`src/shared/boot_cfg_pkg.sv`:
```
// shared constants and types for the boot-configuration register command block
package boot_cfg_pkg;

    localparam int          CLK_PERIOD_NS    = 5;
    localparam int          WRITE_TIME_NS    = 5000;
    localparam int          WRITE_CYCLES     = (WRITE_TIME_NS + CLK_PERIOD_NS - 1) / CLK_PERIOD_NS;

    localparam logic [7:0]  OP_BOOT_REG_READ  = 8'h14;
    localparam logic [7:0]  OP_BOOT_REG_WRITE = 8'h15;
    localparam logic [7:0]  OP_WRITE_UNLOCK   = 8'h06;
    localparam logic [7:0]  OP_STATUS_READ    = 8'h05;

    localparam int          STAT_WIP_BIT     = 0;
    localparam int          STAT_WEL_BIT     = 1;
    localparam int          STAT_QE_BIT      = 6;

    localparam int          BOOT_EN_BIT      = 0;
    localparam int          BOOT_DLY_LSB     = 1;
    localparam int          BOOT_DLY_W       = 4;
    localparam int          BOOT_ADDR_LSB    = 5;
    localparam int          BOOT_ADDR_W      = 27;
    localparam logic [31:0] BOOT_REG_RESET   = 32'h0000_0000;

    localparam logic [3:0]  REG_CTRL         = 4'h0;
    localparam logic [3:0]  REG_STATUS       = 4'h4;
    localparam logic [3:0]  REG_BOOT         = 4'h8;
    localparam int          CTRL_QUAD_BIT    = 0;
    localparam int          CTRL_QE_BIT      = 1;
    localparam logic [1:0]  CTRL_RESET       = 2'h0;

    localparam logic [5:0]  DATA_BITS        = 6'h20;
    localparam logic [5:0]  OPCODE_BITS      = 6'h08;

    typedef enum logic [5:0] {
        ST_IDLE    = 6'h01,
        ST_OPCODE  = 6'h02,
        ST_RD_BOOT = 6'h04,
        ST_RD_STAT = 6'h08,
        ST_WR_DATA = 6'h10,
        ST_IGNORE  = 6'h20
    } frame_state_e;

endpackage : boot_cfg_pkg

```
`src/rtl/pin_sync.sv`:
```
// two-flop synchroniser bank for asynchronous pin inputs
`timescale 1ns/10ps
module pin_sync
#(
    parameter int         WIDTH     = 1,
    parameter logic [WIDTH-1:0] RESET_VAL = '0
)
(
    input  wire logic             clk,
    input  wire logic             reset_n,
    input  wire logic [WIDTH-1:0] d,
    output logic      [WIDTH-1:0] q
);

    initial
    begin
        if (WIDTH < 1)
            $error("pin_sync needs WIDTH of at least one");
    end

    genvar i;
    generate
        for (i = 0; i < WIDTH; i++)
        begin : g_bit
            logic meta_r;
            always_ff @(posedge clk)
            begin
                if (!reset_n)
                begin
                    meta_r <= RESET_VAL[i];
                    q[i]   <= RESET_VAL[i];
                end
                else
                begin
                    meta_r <= d[i];
                    q[i]   <= meta_r;
                end
            end
        end
    endgenerate

endmodule : pin_sync

```
`src/rtl/boot_config_register_access.sv`:
```
// serial command front end for the boot-configuration register
`timescale 1ns/10ps
// Notes on behaviour
// - boot read sends low byte first, MSB first
// - reads keep repeating every 32 bits
// - write accepted only with write latch set
// - commit only on exactly 32 bits, else discard
// - internal write starts at chip enable rise
// - status reads still served while busy
// - busy flag high through write, then low
// - write latch cleared when write finishes
// - register keeps address, delay, enable fields
// - start delay is a four-bit count
// - boot read armed only when enable set
// - quad enable picks quad boot read
module boot_config_register_access
    import boot_cfg_pkg::*;
#(
    parameter int WRITE_CYCLES_P = WRITE_CYCLES
)
(
    input  wire logic        CLK,
    input  wire logic        RESET_N,
    input  wire logic        SPI_CE_N,
    input  wire logic        SPI_SCK,
    input  wire logic [3:0]  SPI_IO_IN,
    output logic      [3:0]  SPI_IO_OUT,
    output logic      [3:0]  SPI_IO_OE_N,
    input  wire logic [3:0]  REG_ADDR,
    input  wire logic [31:0] REG_WDATA,
    input  wire logic        REG_WR,
    input  wire logic        REG_RD,
    output logic      [31:0] REG_RDATA,
    output logic [BOOT_ADDR_W-1:0] BOOT_START_ADDR,
    output logic [BOOT_DLY_W-1:0]  BOOT_START_DELAY,
    output logic             BOOT_ENABLE,
    output logic             BOOT_READ_ARMED,
    output logic             BOOT_QUAD_SELECT,
    output logic             WRITE_BUSY
);

    initial
    begin
        // busy must stand at least eight cycles for the hold check; timer is 20 bits wide
        if (WRITE_CYCLES_P < 8 || WRITE_CYCLES_P > 1048575)
            $error("WRITE_CYCLES_P out of range");
    end

    logic [5:0]      sync_q;
    logic            ce_s;
    logic            sck_s;
    logic [3:0]      io_s;
    logic            ce_d_r;
    logic            sck_d_r;
    logic            ce_rise;
    logic            sck_rise;
    logic            sck_fall;

    frame_state_e    state_r;
    logic [5:0]      cnt_r;
    logic [5:0]      cnt_nxt;
    logic [5:0]      lane;
    logic            quad_r;
    logic [31:0]     rx_r;
    logic [31:0]     rx_nxt;
    logic            unlock_seen_r;

    logic            wel_r;
    logic            wip_r;
    logic [19:0]     timer_r;
    logic [31:0]     pend_r;
    logic [31:0]     boot_reg_r = BOOT_REG_RESET;
    logic [1:0]      ctrl_r;
    logic [7:0]      status;
    logic [31:0]     rd_word;
    logic [4:0]      bit_pos;
    logic            rst_done_r;

    function automatic logic [31:0] byte_swap(input logic [31:0] w);
        byte_swap = {w[7:0], w[15:8], w[23:16], w[31:24]};
    endfunction : byte_swap

    pin_sync #(
        .WIDTH     (6),
        .RESET_VAL (6'h20)
    ) u_sync (
        .clk     (CLK),
        .reset_n (RESET_N),
        .d       ({SPI_CE_N, SPI_SCK, SPI_IO_IN}),
        .q       (sync_q)
    );

    assign ce_s     = sync_q[5];
    assign sck_s    = sync_q[4];
    assign io_s     = sync_q[3:0];
    assign ce_rise  = ce_s & ~ce_d_r;
    assign sck_rise = sck_s & ~sck_d_r;
    assign sck_fall = ~sck_s & sck_d_r;

    always_ff @(posedge CLK)
    begin
        if (!RESET_N)
        begin
            ce_d_r  <= 1'b1;
            sck_d_r <= 1'b0;
        end
        else
        begin
            ce_d_r  <= ce_s;
            sck_d_r <= sck_s;
        end
    end

    always_comb
    begin
        lane    = quad_r ? 6'd4 : 6'd1;
        cnt_nxt = cnt_r + lane;
        rx_nxt  = quad_r ? {rx_r[27:0], io_s} : {rx_r[30:0], io_s[0]};
        status  = 8'h00;
        status[STAT_WIP_BIT] = wip_r;
        status[STAT_WEL_BIT] = wel_r;
        status[STAT_QE_BIT]  = ctrl_r[CTRL_QE_BIT];
        rd_word = (state_r == ST_RD_BOOT) ? byte_swap(boot_reg_r) : {4{status}};
        bit_pos = 5'd31 - cnt_r[4:0];
    end

    // frame sequencer; a chip enable rise always ends the frame
    always_ff @(posedge CLK)
    begin
        if (!RESET_N)
        begin
            state_r       <= ST_IDLE;
            cnt_r         <= 6'd0;
            quad_r        <= 1'b0;
            unlock_seen_r <= 1'b0;
        end
        else if (ce_s)
        begin
            state_r       <= ST_IDLE;
            cnt_r         <= 6'd0;
            unlock_seen_r <= 1'b0;
        end
        else
        begin
            case (state_r)
                ST_IDLE:
                begin
                    state_r <= ST_OPCODE;
                    cnt_r   <= 6'd0;
                    quad_r  <= ctrl_r[CTRL_QUAD_BIT];
                end
                ST_OPCODE:
                begin
                    if (sck_rise)
                    begin
                        if (cnt_nxt == OPCODE_BITS)
                        begin
                            cnt_r <= 6'd0;
                            if (rx_nxt[7:0] == OP_STATUS_READ)
                                state_r <= ST_RD_STAT;
                            else if (wip_r)
                                state_r <= ST_IGNORE;
                            else if (rx_nxt[7:0] == OP_BOOT_REG_READ)
                                state_r <= ST_RD_BOOT;
                            else if (rx_nxt[7:0] == OP_BOOT_REG_WRITE && wel_r)
                                state_r <= ST_WR_DATA;
                            else
                            begin
                                state_r       <= ST_IGNORE;
                                unlock_seen_r <= (rx_nxt[7:0] == OP_WRITE_UNLOCK);
                            end
                        end
                        else
                            cnt_r <= cnt_nxt;
                    end
                end
                ST_RD_BOOT, ST_RD_STAT:
                begin
                    // index wraps at 32 so the word simply repeats
                    if (sck_fall)
                        cnt_r <= {1'b0, cnt_nxt[4:0]};
                end
                ST_WR_DATA:
                begin
                    if (sck_rise && cnt_r <= DATA_BITS)
                        cnt_r <= cnt_nxt;
                end
                ST_IGNORE:
                    cnt_r <= cnt_r;
                default:
                    state_r <= ST_IDLE;
            endcase
        end
    end

    always_ff @(posedge CLK)
    begin
        if (!RESET_N)
            rx_r <= 32'h0;
        else if (sck_rise && !ce_s && (state_r == ST_OPCODE || state_r == ST_WR_DATA))
            rx_r <= rx_nxt;
    end

    // write latch, busy flag and the retained register itself
    always_ff @(posedge CLK)
    begin
        if (!RESET_N)
        begin
            wel_r   <= 1'b0;
            wip_r   <= 1'b0;
            timer_r <= 20'h0;
            pend_r  <= 32'h0;
        end
        else if (wip_r)
        begin
            if (timer_r == 20'h0)
            begin
                wip_r      <= 1'b0;
                wel_r      <= 1'b0;
                boot_reg_r <= pend_r;
            end
            else
                timer_r <= timer_r - 20'h1;
        end
        else if (ce_rise && state_r == ST_WR_DATA && cnt_r == DATA_BITS)
        begin
            wip_r   <= 1'b1;
            timer_r <= 20'(WRITE_CYCLES_P - 1);
            pend_r  <= byte_swap(rx_r);
        end
        else if (ce_rise && unlock_seen_r)
            wel_r <= 1'b1;
    end

    // drive changes only after the clock falls, holding for the next rise
    always_ff @(posedge CLK)
    begin
        if (!RESET_N || ce_s || !(state_r == ST_RD_BOOT || state_r == ST_RD_STAT))
        begin
            SPI_IO_OUT  <= 4'h0;
            SPI_IO_OE_N <= 4'hf;
        end
        else if (sck_fall)
        begin
            if (quad_r)
            begin
                SPI_IO_OUT  <= rd_word[bit_pos -: 4];
                SPI_IO_OE_N <= 4'h0;
            end
            else
            begin
                SPI_IO_OUT  <= {2'b00, rd_word[bit_pos], 1'b0};
                SPI_IO_OE_N <= 4'hd;
            end
        end
    end

    always_ff @(posedge CLK)
    begin
        if (!RESET_N)
        begin
            ctrl_r    <= CTRL_RESET;
            REG_RDATA <= 32'h0;
        end
        else
        begin
            if (REG_WR && REG_ADDR == REG_CTRL)
                ctrl_r <= REG_WDATA[1:0];
            REG_RDATA <= 32'h0;
            if (REG_RD)
            begin
                case (REG_ADDR)
                    REG_CTRL:   REG_RDATA <= {30'h0, ctrl_r};
                    REG_STATUS: REG_RDATA <= {24'h0, status};
                    REG_BOOT:   REG_RDATA <= boot_reg_r;
                    default:    REG_RDATA <= 32'h0;
                endcase
            end
        end
    end

    // decoded boot settings for the boot read engine
    always_ff @(posedge CLK)
    begin
        if (!RESET_N)
        begin
            rst_done_r       <= 1'b0;
            BOOT_READ_ARMED  <= 1'b0;
            BOOT_START_ADDR  <= '0;
            BOOT_START_DELAY <= '0;
            BOOT_ENABLE      <= 1'b0;
            BOOT_QUAD_SELECT <= 1'b0;
            WRITE_BUSY       <= 1'b0;
        end
        else
        begin
            rst_done_r       <= 1'b1;
            BOOT_START_ADDR  <= boot_reg_r[BOOT_ADDR_LSB +: BOOT_ADDR_W];
            BOOT_START_DELAY <= boot_reg_r[BOOT_DLY_LSB +: BOOT_DLY_W];
            BOOT_ENABLE      <= boot_reg_r[BOOT_EN_BIT];
            BOOT_QUAD_SELECT <= ctrl_r[CTRL_QE_BIT];
            WRITE_BUSY       <= wip_r;
            if (!rst_done_r)
                BOOT_READ_ARMED <= boot_reg_r[BOOT_EN_BIT];
            else if (ce_rise)
                BOOT_READ_ARMED <= 1'b0;
        end
    end
endmodule : boot_config_register_access

```
`config.mk`:
```
export PLATFORM = sky130hd
export DESIGN_NAME = boot_config_register_access
export DESIGN_NICKNAME = d
export VERILOG_FILES = /design/src/shared/boot_cfg_pkg.sv /design/src/rtl/pin_sync.sv /design/src/rtl/boot_config_register_access.sv
export SDC_FILE = /design/constraint.sdc
export NUM_CORES = 1
export LEC_CHECK = 0
export BUFFER_PORTS_ARGS = -buffer_cell sky130_fd_sc_hd__clkbuf_2
export CELL_PAD_IN_SITES_DETAIL_PLACEMENT = 0
export CELL_PAD_IN_SITES_GLOBAL_PLACEMENT = 1
export CORE_MARGIN = 2
export CORE_UTILIZATION = 35
export CTS_CLUSTER_SIZE = 28
export DETAILED_ROUTE_END_ITERATION = 10
export GPL_ROUTABILITY_DRIVEN = 0
export HOLD_SLACK_MARGIN = 0.08
export PLACE_DENSITY = 0.65
export RECOVER_POWER = 100
export REMOVE_ABC_BUFFERS = 1
export SLEW_MARGIN = 20
export SYNTH_ARGS = -nofsm -noshare
export SYNTH_HDL_FRONTEND = slang
export SYNTH_SLANG_ARGS = --single-unit
```
`constraint.sdc`:
```
create_clock -name CLK -period 6.93 [get_ports CLK]
set_input_delay 0.3465 -clock CLK [delete_from_list [all_inputs] [get_ports CLK]]
set_output_delay 0.3465 -clock CLK [all_outputs]
set_load 0.005 [all_outputs]
```
==> metrics, run 1 <==
outcome complete, but fails checks; failing checks max-capacitance violations, max-slew violations; R2R Setup Slk 2970 ps; pin count of the biggest net entering global routing 64; critical path class in2reg; fraction of registers with async set/reset 0; clk slew on worst S/H paths 60 ps; io pins 121; Initial DRC Count 433; total global-route track usage 0.174; count of warnings emitted by yosys 0; Die W 168 um; global routing usage on met1 0.257; Routed WL per cell 17.9 um; number of global-route vias before repair 6,855; Worst-Margin Slew 2680 ps; critical path's slowest cell clkbuf_1; power per cell area 244 nW/um^2; top post-synthesis cells by count 190 x dfxtp_1, 106 x nand2_1, 79 x and2_1, 77 x nor2_1, 51 x clkbuf_1; path category of the worst min-delay check in2reg; CP bufs+invs 5; RSZ-0062 raised after global routing no; period utilization 0.602; Yosys top cell area share 0.406; clock sink count 222; Vias per Instance 5.21; first-pass GRT wire length 39,200 um; DRC Markers 0; Worst Skew 22.0 ps; busiest layer in global routing met2; Std-Cell Rows 59; PortBufs 90; slowest stage delay, CP 1530 ps; footprint of the multi-input gates 4260 um^2; met3 usage 0.0310; FILL cells 2,695; height of the chip 168 um; Setup TNS 0 ps; CTS tree built; syn avg cell area 9.73 um^2; DP HPWL 16,200 um; hold_ws 122 ps; Seq/Total Area, Yosys 0.509; Hold EP ctrl_r[0]; post-synthesis cell type count 77; Root Buffer clkbuf_16; Ant. Diodes 0; CTS HTree Levels 1; Final ANT Viol Nets 0; Critical Path AT 4260 ps; Final Critical Period 4170 ps; Post-synth EDFFs 32; CP Launch Type input pin; maximum VDD drop 0.172 mV; Initial Util 0.358; biggest area consumer among synthesized cells dfxtp_1; crit path max fanout 60; initial antenna violation count 0; #FFs+latches synth 222; setup violators final 0; 1st-pass router iterations 5; Max-Cap Viols 7; most used cell, CP clkbuf_1; fmax 240 MHz; Area Overhead vs Synth 15.6%; Synth Cell Area 9370 um^2; Vias 7,213; top_reg_cell synth dfxtp_1; drt total wl 24,700 um; Synth Instances 963; share of layout cells above drive strength 1 0.126; critical path data required time 7020 ps; CP Cell Sequence clkbuf_2 -> clkbuf_1 -> clkinv_1 -> buf_4 -> nor2_1 -> and3_1 -> clkbuf_1; CP endpoint kind flip-flop; grt total ovfl 0; Worst R2R Start state_r[4]; CP delay by family, top buffers and inverters; worst reg2reg path depth 8; WHS Path Cells 3; Max Root-Sink Buffers 3; nets 1,081; largest cells by area after synthesis dfxtp_1 41%, edfxtp_1 10%, and2_1 5.3%; count leader, synth dfxtp_1; Sequential Area 4770 um^2; Die Area 28,100 um^2; CORE AREA 26,100 um^2; Leak 3.77 nW; worst-skew pair later-pin latency 530 ps; CTS buffer count 25; GR Layer Usage met2 0.263; final-report hold violation count 0; worst reg2reg path endpoint rx_r[3]; Max-slew headroom -0.784; Slew Limit Fails 288; Hold Crit Start REG_WDATA[0]
[cell families after synthesis]
group / after synthesis / synth area share
AOI/OAI and AO/OA: 209 / 0.157
muxes: 55 / 0.0663
adders and majority gates: 5 / 0.00668
and+or+nand+nor: 382 / 0.214
xor gates and xnor gates: 11 / 0.0103
DFF: 222 / 0.509
buffers and inverters: 79 / 0.0367
[cells in the final DEF, fill, tap and decap left out, types with 8 or more instances in the layout]
cell       count
a211oi_1      34
nor3_1        14
a21boi_0      31
nor2b_1        9
nor4_1         8
and2_1        44
nor2_1        77
edfxtp_1      32
nand2b_1      12
clkbuf_16     25
a31oi_1       11
a21oi_1       48
xor2_1         8
clkbuf_1      40
dfxtp_1      189
mux2i_1       44
and3_1        12
nand2_1      106
clkbuf_2      59
or3_1          8
inv_1         10
and2_0        35
nand3_1       22
o21ai_0       22
[worst register-to-register path: stages (launching register included)]
cell and delay [ps]:
dfxtp_1 400, nor3_1 400, nand4bb_1 220, and2_0 290, nor3_4 140, clkbuf_1 1890
o211ai_1 250, o21ai_0 170, nor2_1 60
[state kept, by name (all words and copies together) (netlist names), 2 cells and up]
name and cells:
u_sync.q 6, BOOT_START_ADDR 27, boot_reg_r 32, SPI_IO_OE_N 2, BOOT_START_DELAY 4, REG_RDATA 32
ctrl_r 2, cnt_r 6, state_r 6, pend_r 32, SPI_IO_OUT 4, u_sync.g_bit.meta_r 6
rx_r 32, timer_r 20
[worst max path at each step]
stage / startpoint / endpoint / slack, ps / cells past startpoint
global route: RESET_N / boot_reg_r[26] / 2260 / 7
finish: RESET_N / boot_reg_r[27] / 2760 / 7
global placement: RESET_N / SPI_IO_OUT[0] / 3520 / 10
detailed placement: RESET_N / SPI_IO_OUT[0] / 3500 / 10
floorplan: state_r[4] / rx_r[3] / 3540 / 7
CTS: cnt_r[0] / state_r[2] / 3980 / 7
[per-layer routing]
| layer | up-vias | wire length, um |
|---|---|---|
| met5 | - | 0 |
| met4 | 0 | 398 |
| met3 | 24 | 1220 |
| met2 | 151 | 10700 |
| met1 | 3442 | 12400 |
| li1 | 3596 | - |
[final cells by class]
type / count / share of cell area
Clock buffer: 36 / 0.0662
Clock inverter: 10 / 0.00751
Inverter: 12 / 0.00416
Multi-Input combinational cell: 662 / 0.394
Sequential cell: 222 / 0.440
Tap cell: 335 / 0.0387
Timing Repair Buffer: 107 / 0.0498
[power breakdown]
| group | total [mW] | internal [mW] | switching (mW) |
|---|---|---|---|
| sequential | 1.32 | 1.31 | 0.00470 |
| clock | 1.28 | 0.755 | 0.524 |
| combinational | 0.0503 | 0.0208 | 0.0295 |
| total | 2.65 | 2.09 | 0.558 |
[metrics by stage]
stage / utilization / instances / cell area [um^2] / worst slack, ps / total power, mW
global route: 0.414 / 1384 / 10800 / 2260 / 2.75
detailed placement: 0.384 / 1332 / 10000 / 3500 / 1.39
floorplan: - / 896 / 9070 / 3540 / 1.37
finish: 0.414 / 1384 / 10800 / 2760 / 2.65
CTS: 0.417 / 1384 / 10900 / 3980 / 2.68
global placement: 0.384 / 1332 / 10000 / 3520 / 1.39
[what timing repair did]
item                      4_1_cts  5_1_grt
hold buffers                    6        0
buffers inserted                0        0
hold endpoints to repair        6        0
gates resized for setup         0        0
(Power assumes the default switching activity.)
==> run 2, diff against run 1 <==
--- a/config.mk
+++ b/config.mk
@@ -14,7 +14,7 @@
 export DETAILED_ROUTE_END_ITERATION = 10
 export GPL_ROUTABILITY_DRIVEN = 0
 export HOLD_SLACK_MARGIN = 0.08
-export PLACE_DENSITY = 0.65
+export PLACE_DENSITY = 0.67
 export RECOVER_POWER = 100
 export REMOVE_ABC_BUFFERS = 1
 export SLEW_MARGIN = 20
==> constraint.sdc (replaced) <==
create_clock -name CLK -period 3.7 [get_ports CLK]
set_input_delay 0.185 -clock CLK [delete_from_list [all_inputs] [get_ports CLK]]
set_output_delay 0.185 -clock CLK [all_outputs]
set_load 0.005 [all_outputs]
==> run 2 against run 1 <==
Effect of this change: the run now ends clean; combinational power up 89%; via count rose by 0.11%; critical path type is now reg2reg; clock-buffer cell count did not move; routed wire length fell by 2.7%.
==> metrics, run 2 (synthesis gave the netlist of run 1 again) <==
Root Buffer clkbuf_16; Routed WL per cell 17.3 um; most frequent cells in the layout 189 x dfxtp_1, 106 x nand2_1, 77 x nor2_1, 56 x and2_1, 53 x clkbuf_2; maximum VDD drop 0.350 mV; critical path's slowest cell clkbuf_2; CTS buffer count 24; Vias 7,221; Combinational Power Share 0.019; Max Root-Sink Buffers 3; PortBufs 90; Slew Limit Fails 0; drt total wl 24,100 um; slowest stage delay, CP 910 ps; Max-Cap Viols 0; setup violators final 0; Post-Place Cells 1,336; io pins 121; fin cells 1,392; Std-Cell Rows 59; clock sink count 222; Worst-Margin Slew 1240 ps; critical path data required time 4090 ps; worst-skew pair later-pin latency 530 ps; Final ANT Viol Nets 0; Setup TNS 0 ps; commonest non-fill, non-tap cell in the layout dfxtp_1; Die Area 28,100 um^2; number of global-route vias before repair 6,998; crit path max fanout 63; CTS tree built; critical path class reg2reg; sequential power share 0.502; CORE AREA 26,100 um^2; initial antenna violation count 0; Final Critical Period 2910 ps; share of layout cells above drive strength 1 0.115; P_sw 1.02 mW; CP endpoint kind flip-flop; period utilization 0.787; Initial Util 0.358; first-pass GRT wire length 38,700 um; total global-route track usage 0.170; Critical Path AT 3310 ps; clk slew on worst S/H paths 60 ps; final-report hold violation count 0; DP HPWL 16,100 um; path category of the worst min-delay check in2reg; RSZ-0062 raised after global routing no; Worst Skew 16.7 ps; pin count of the biggest net entering global routing 80; Clock power frac 0.478; 1st-pass router iterations 6; nets 1,091; Leak 3.79 nW; CP Launch Type flip-flop; height of the chip 168 um; fmax 344 MHz; Vias per Instance 5.19; outcome completed; Ant. Diodes 0; CP delay by family, top simple AND/OR/NAND/NOR gates; CP Cell Sequence nor3_1 -> nand4bb_1 -> and2_0 -> nor3_4 -> clkbuf_2 -> o211ai_1 -> o21ai_0 -> nor2_1; switch share 0.207; DRC Markers 0; Max-slew headroom 0.176; FILL cells 2,638; Die W 168 um; CP bufs+invs 1; Pint 3.89 mW; CTS HTree Levels 1; Initial DRC Count 410; power per cell area 451 nW/um^2; grt total ovfl 0; Area Overhead vs Synth 16.3%
## run 2: cell types whose count changed in the layout (fill, tap and decap cells not counted), sizes merged
cell / before / now
clkinvlp: 0 / 1
dlygate4sd3: 6 / 13
buf: 8 / 11
inv: 11 / 10
clkinv: 10 / 7
clkbuf: 129 / 130
## run 2: worst reg2reg max path, delay by kind of cell (launching register included)
family          cells  cell delay, ps
simple gates        5            1150
compound gates      2             360
flops               1             390
buf+inv             1             910
## run 2: path summary, 6_finish.rpt
kind / startpoint / end / slack [ps] / cells after the start
setup / recovery: state_r[4] / rx_r[3] / 790 / 8
hold reg to reg: u_sync.g_bit[5].meta_r / u_sync.q[5] / 410 / 1
setup reg to reg: state_r[4] / rx_r[3] / 790 / 8
hold / removal: REG_WR / ctrl_r[0] / 120 / 4
## run 2: power by group through the flow
stage	clock network, mW	logic, mW	registers (mW)
after global placement	0	0.0892	2.52
final	2.35	0.0951	2.47
after detailed placement	0	0.0894	2.52
after CTS	2.42	0.0991	2.47
after global routing	2.52	0.106	2.47
after floorplan	0	0.0398	2.52
## run 2: repair_timing
action	4_1_cts	5_1_grt
hold endpoints to repair	11	0
buffers inserted	0	0
hold buffers	13	0
gates resized for setup	0	0
## run 2: stage by stage
step	cell area [um^2]	hold slack [ps]	utilization	worst slack, ps	power [mW]
floorplan	9070	213	-	307	2.56
global placement	10100	376	0.385	937	2.61
detailed placement	10100	378	0.385	948	2.61
CTS	11000	104	0.420	946	4.99
global route	10900	157	0.417	480	5.09
finish	10900	120	0.417	789	4.91
## run 2: cell type report
cell class / instances / area, um^2 / share of cell area
clock buffer: 36 / 706 / 0.0648
clock inverter: 7 / 87.6 / 0.00804
inverter: 12 / 45.0 / 0.00414
multi-input combinational: 662 / 4240 / 0.390
sequential: 222 / 4770 / 0.438
tap: 335 / 419 / 0.0385
timing repair buffer: 118 / 624 / 0.0573
## run 2: metal layers
metal / GRT usage / up-vias / routed length, um
met1: 0.243 / 3421 / 11700
met2: 0.266 / 180 / 10600
li1: - / 3592 / -
met3: 0.0347 / 28 / 1330
met5: 0 / - / 0
met4: 0.0386 / 0 / 398
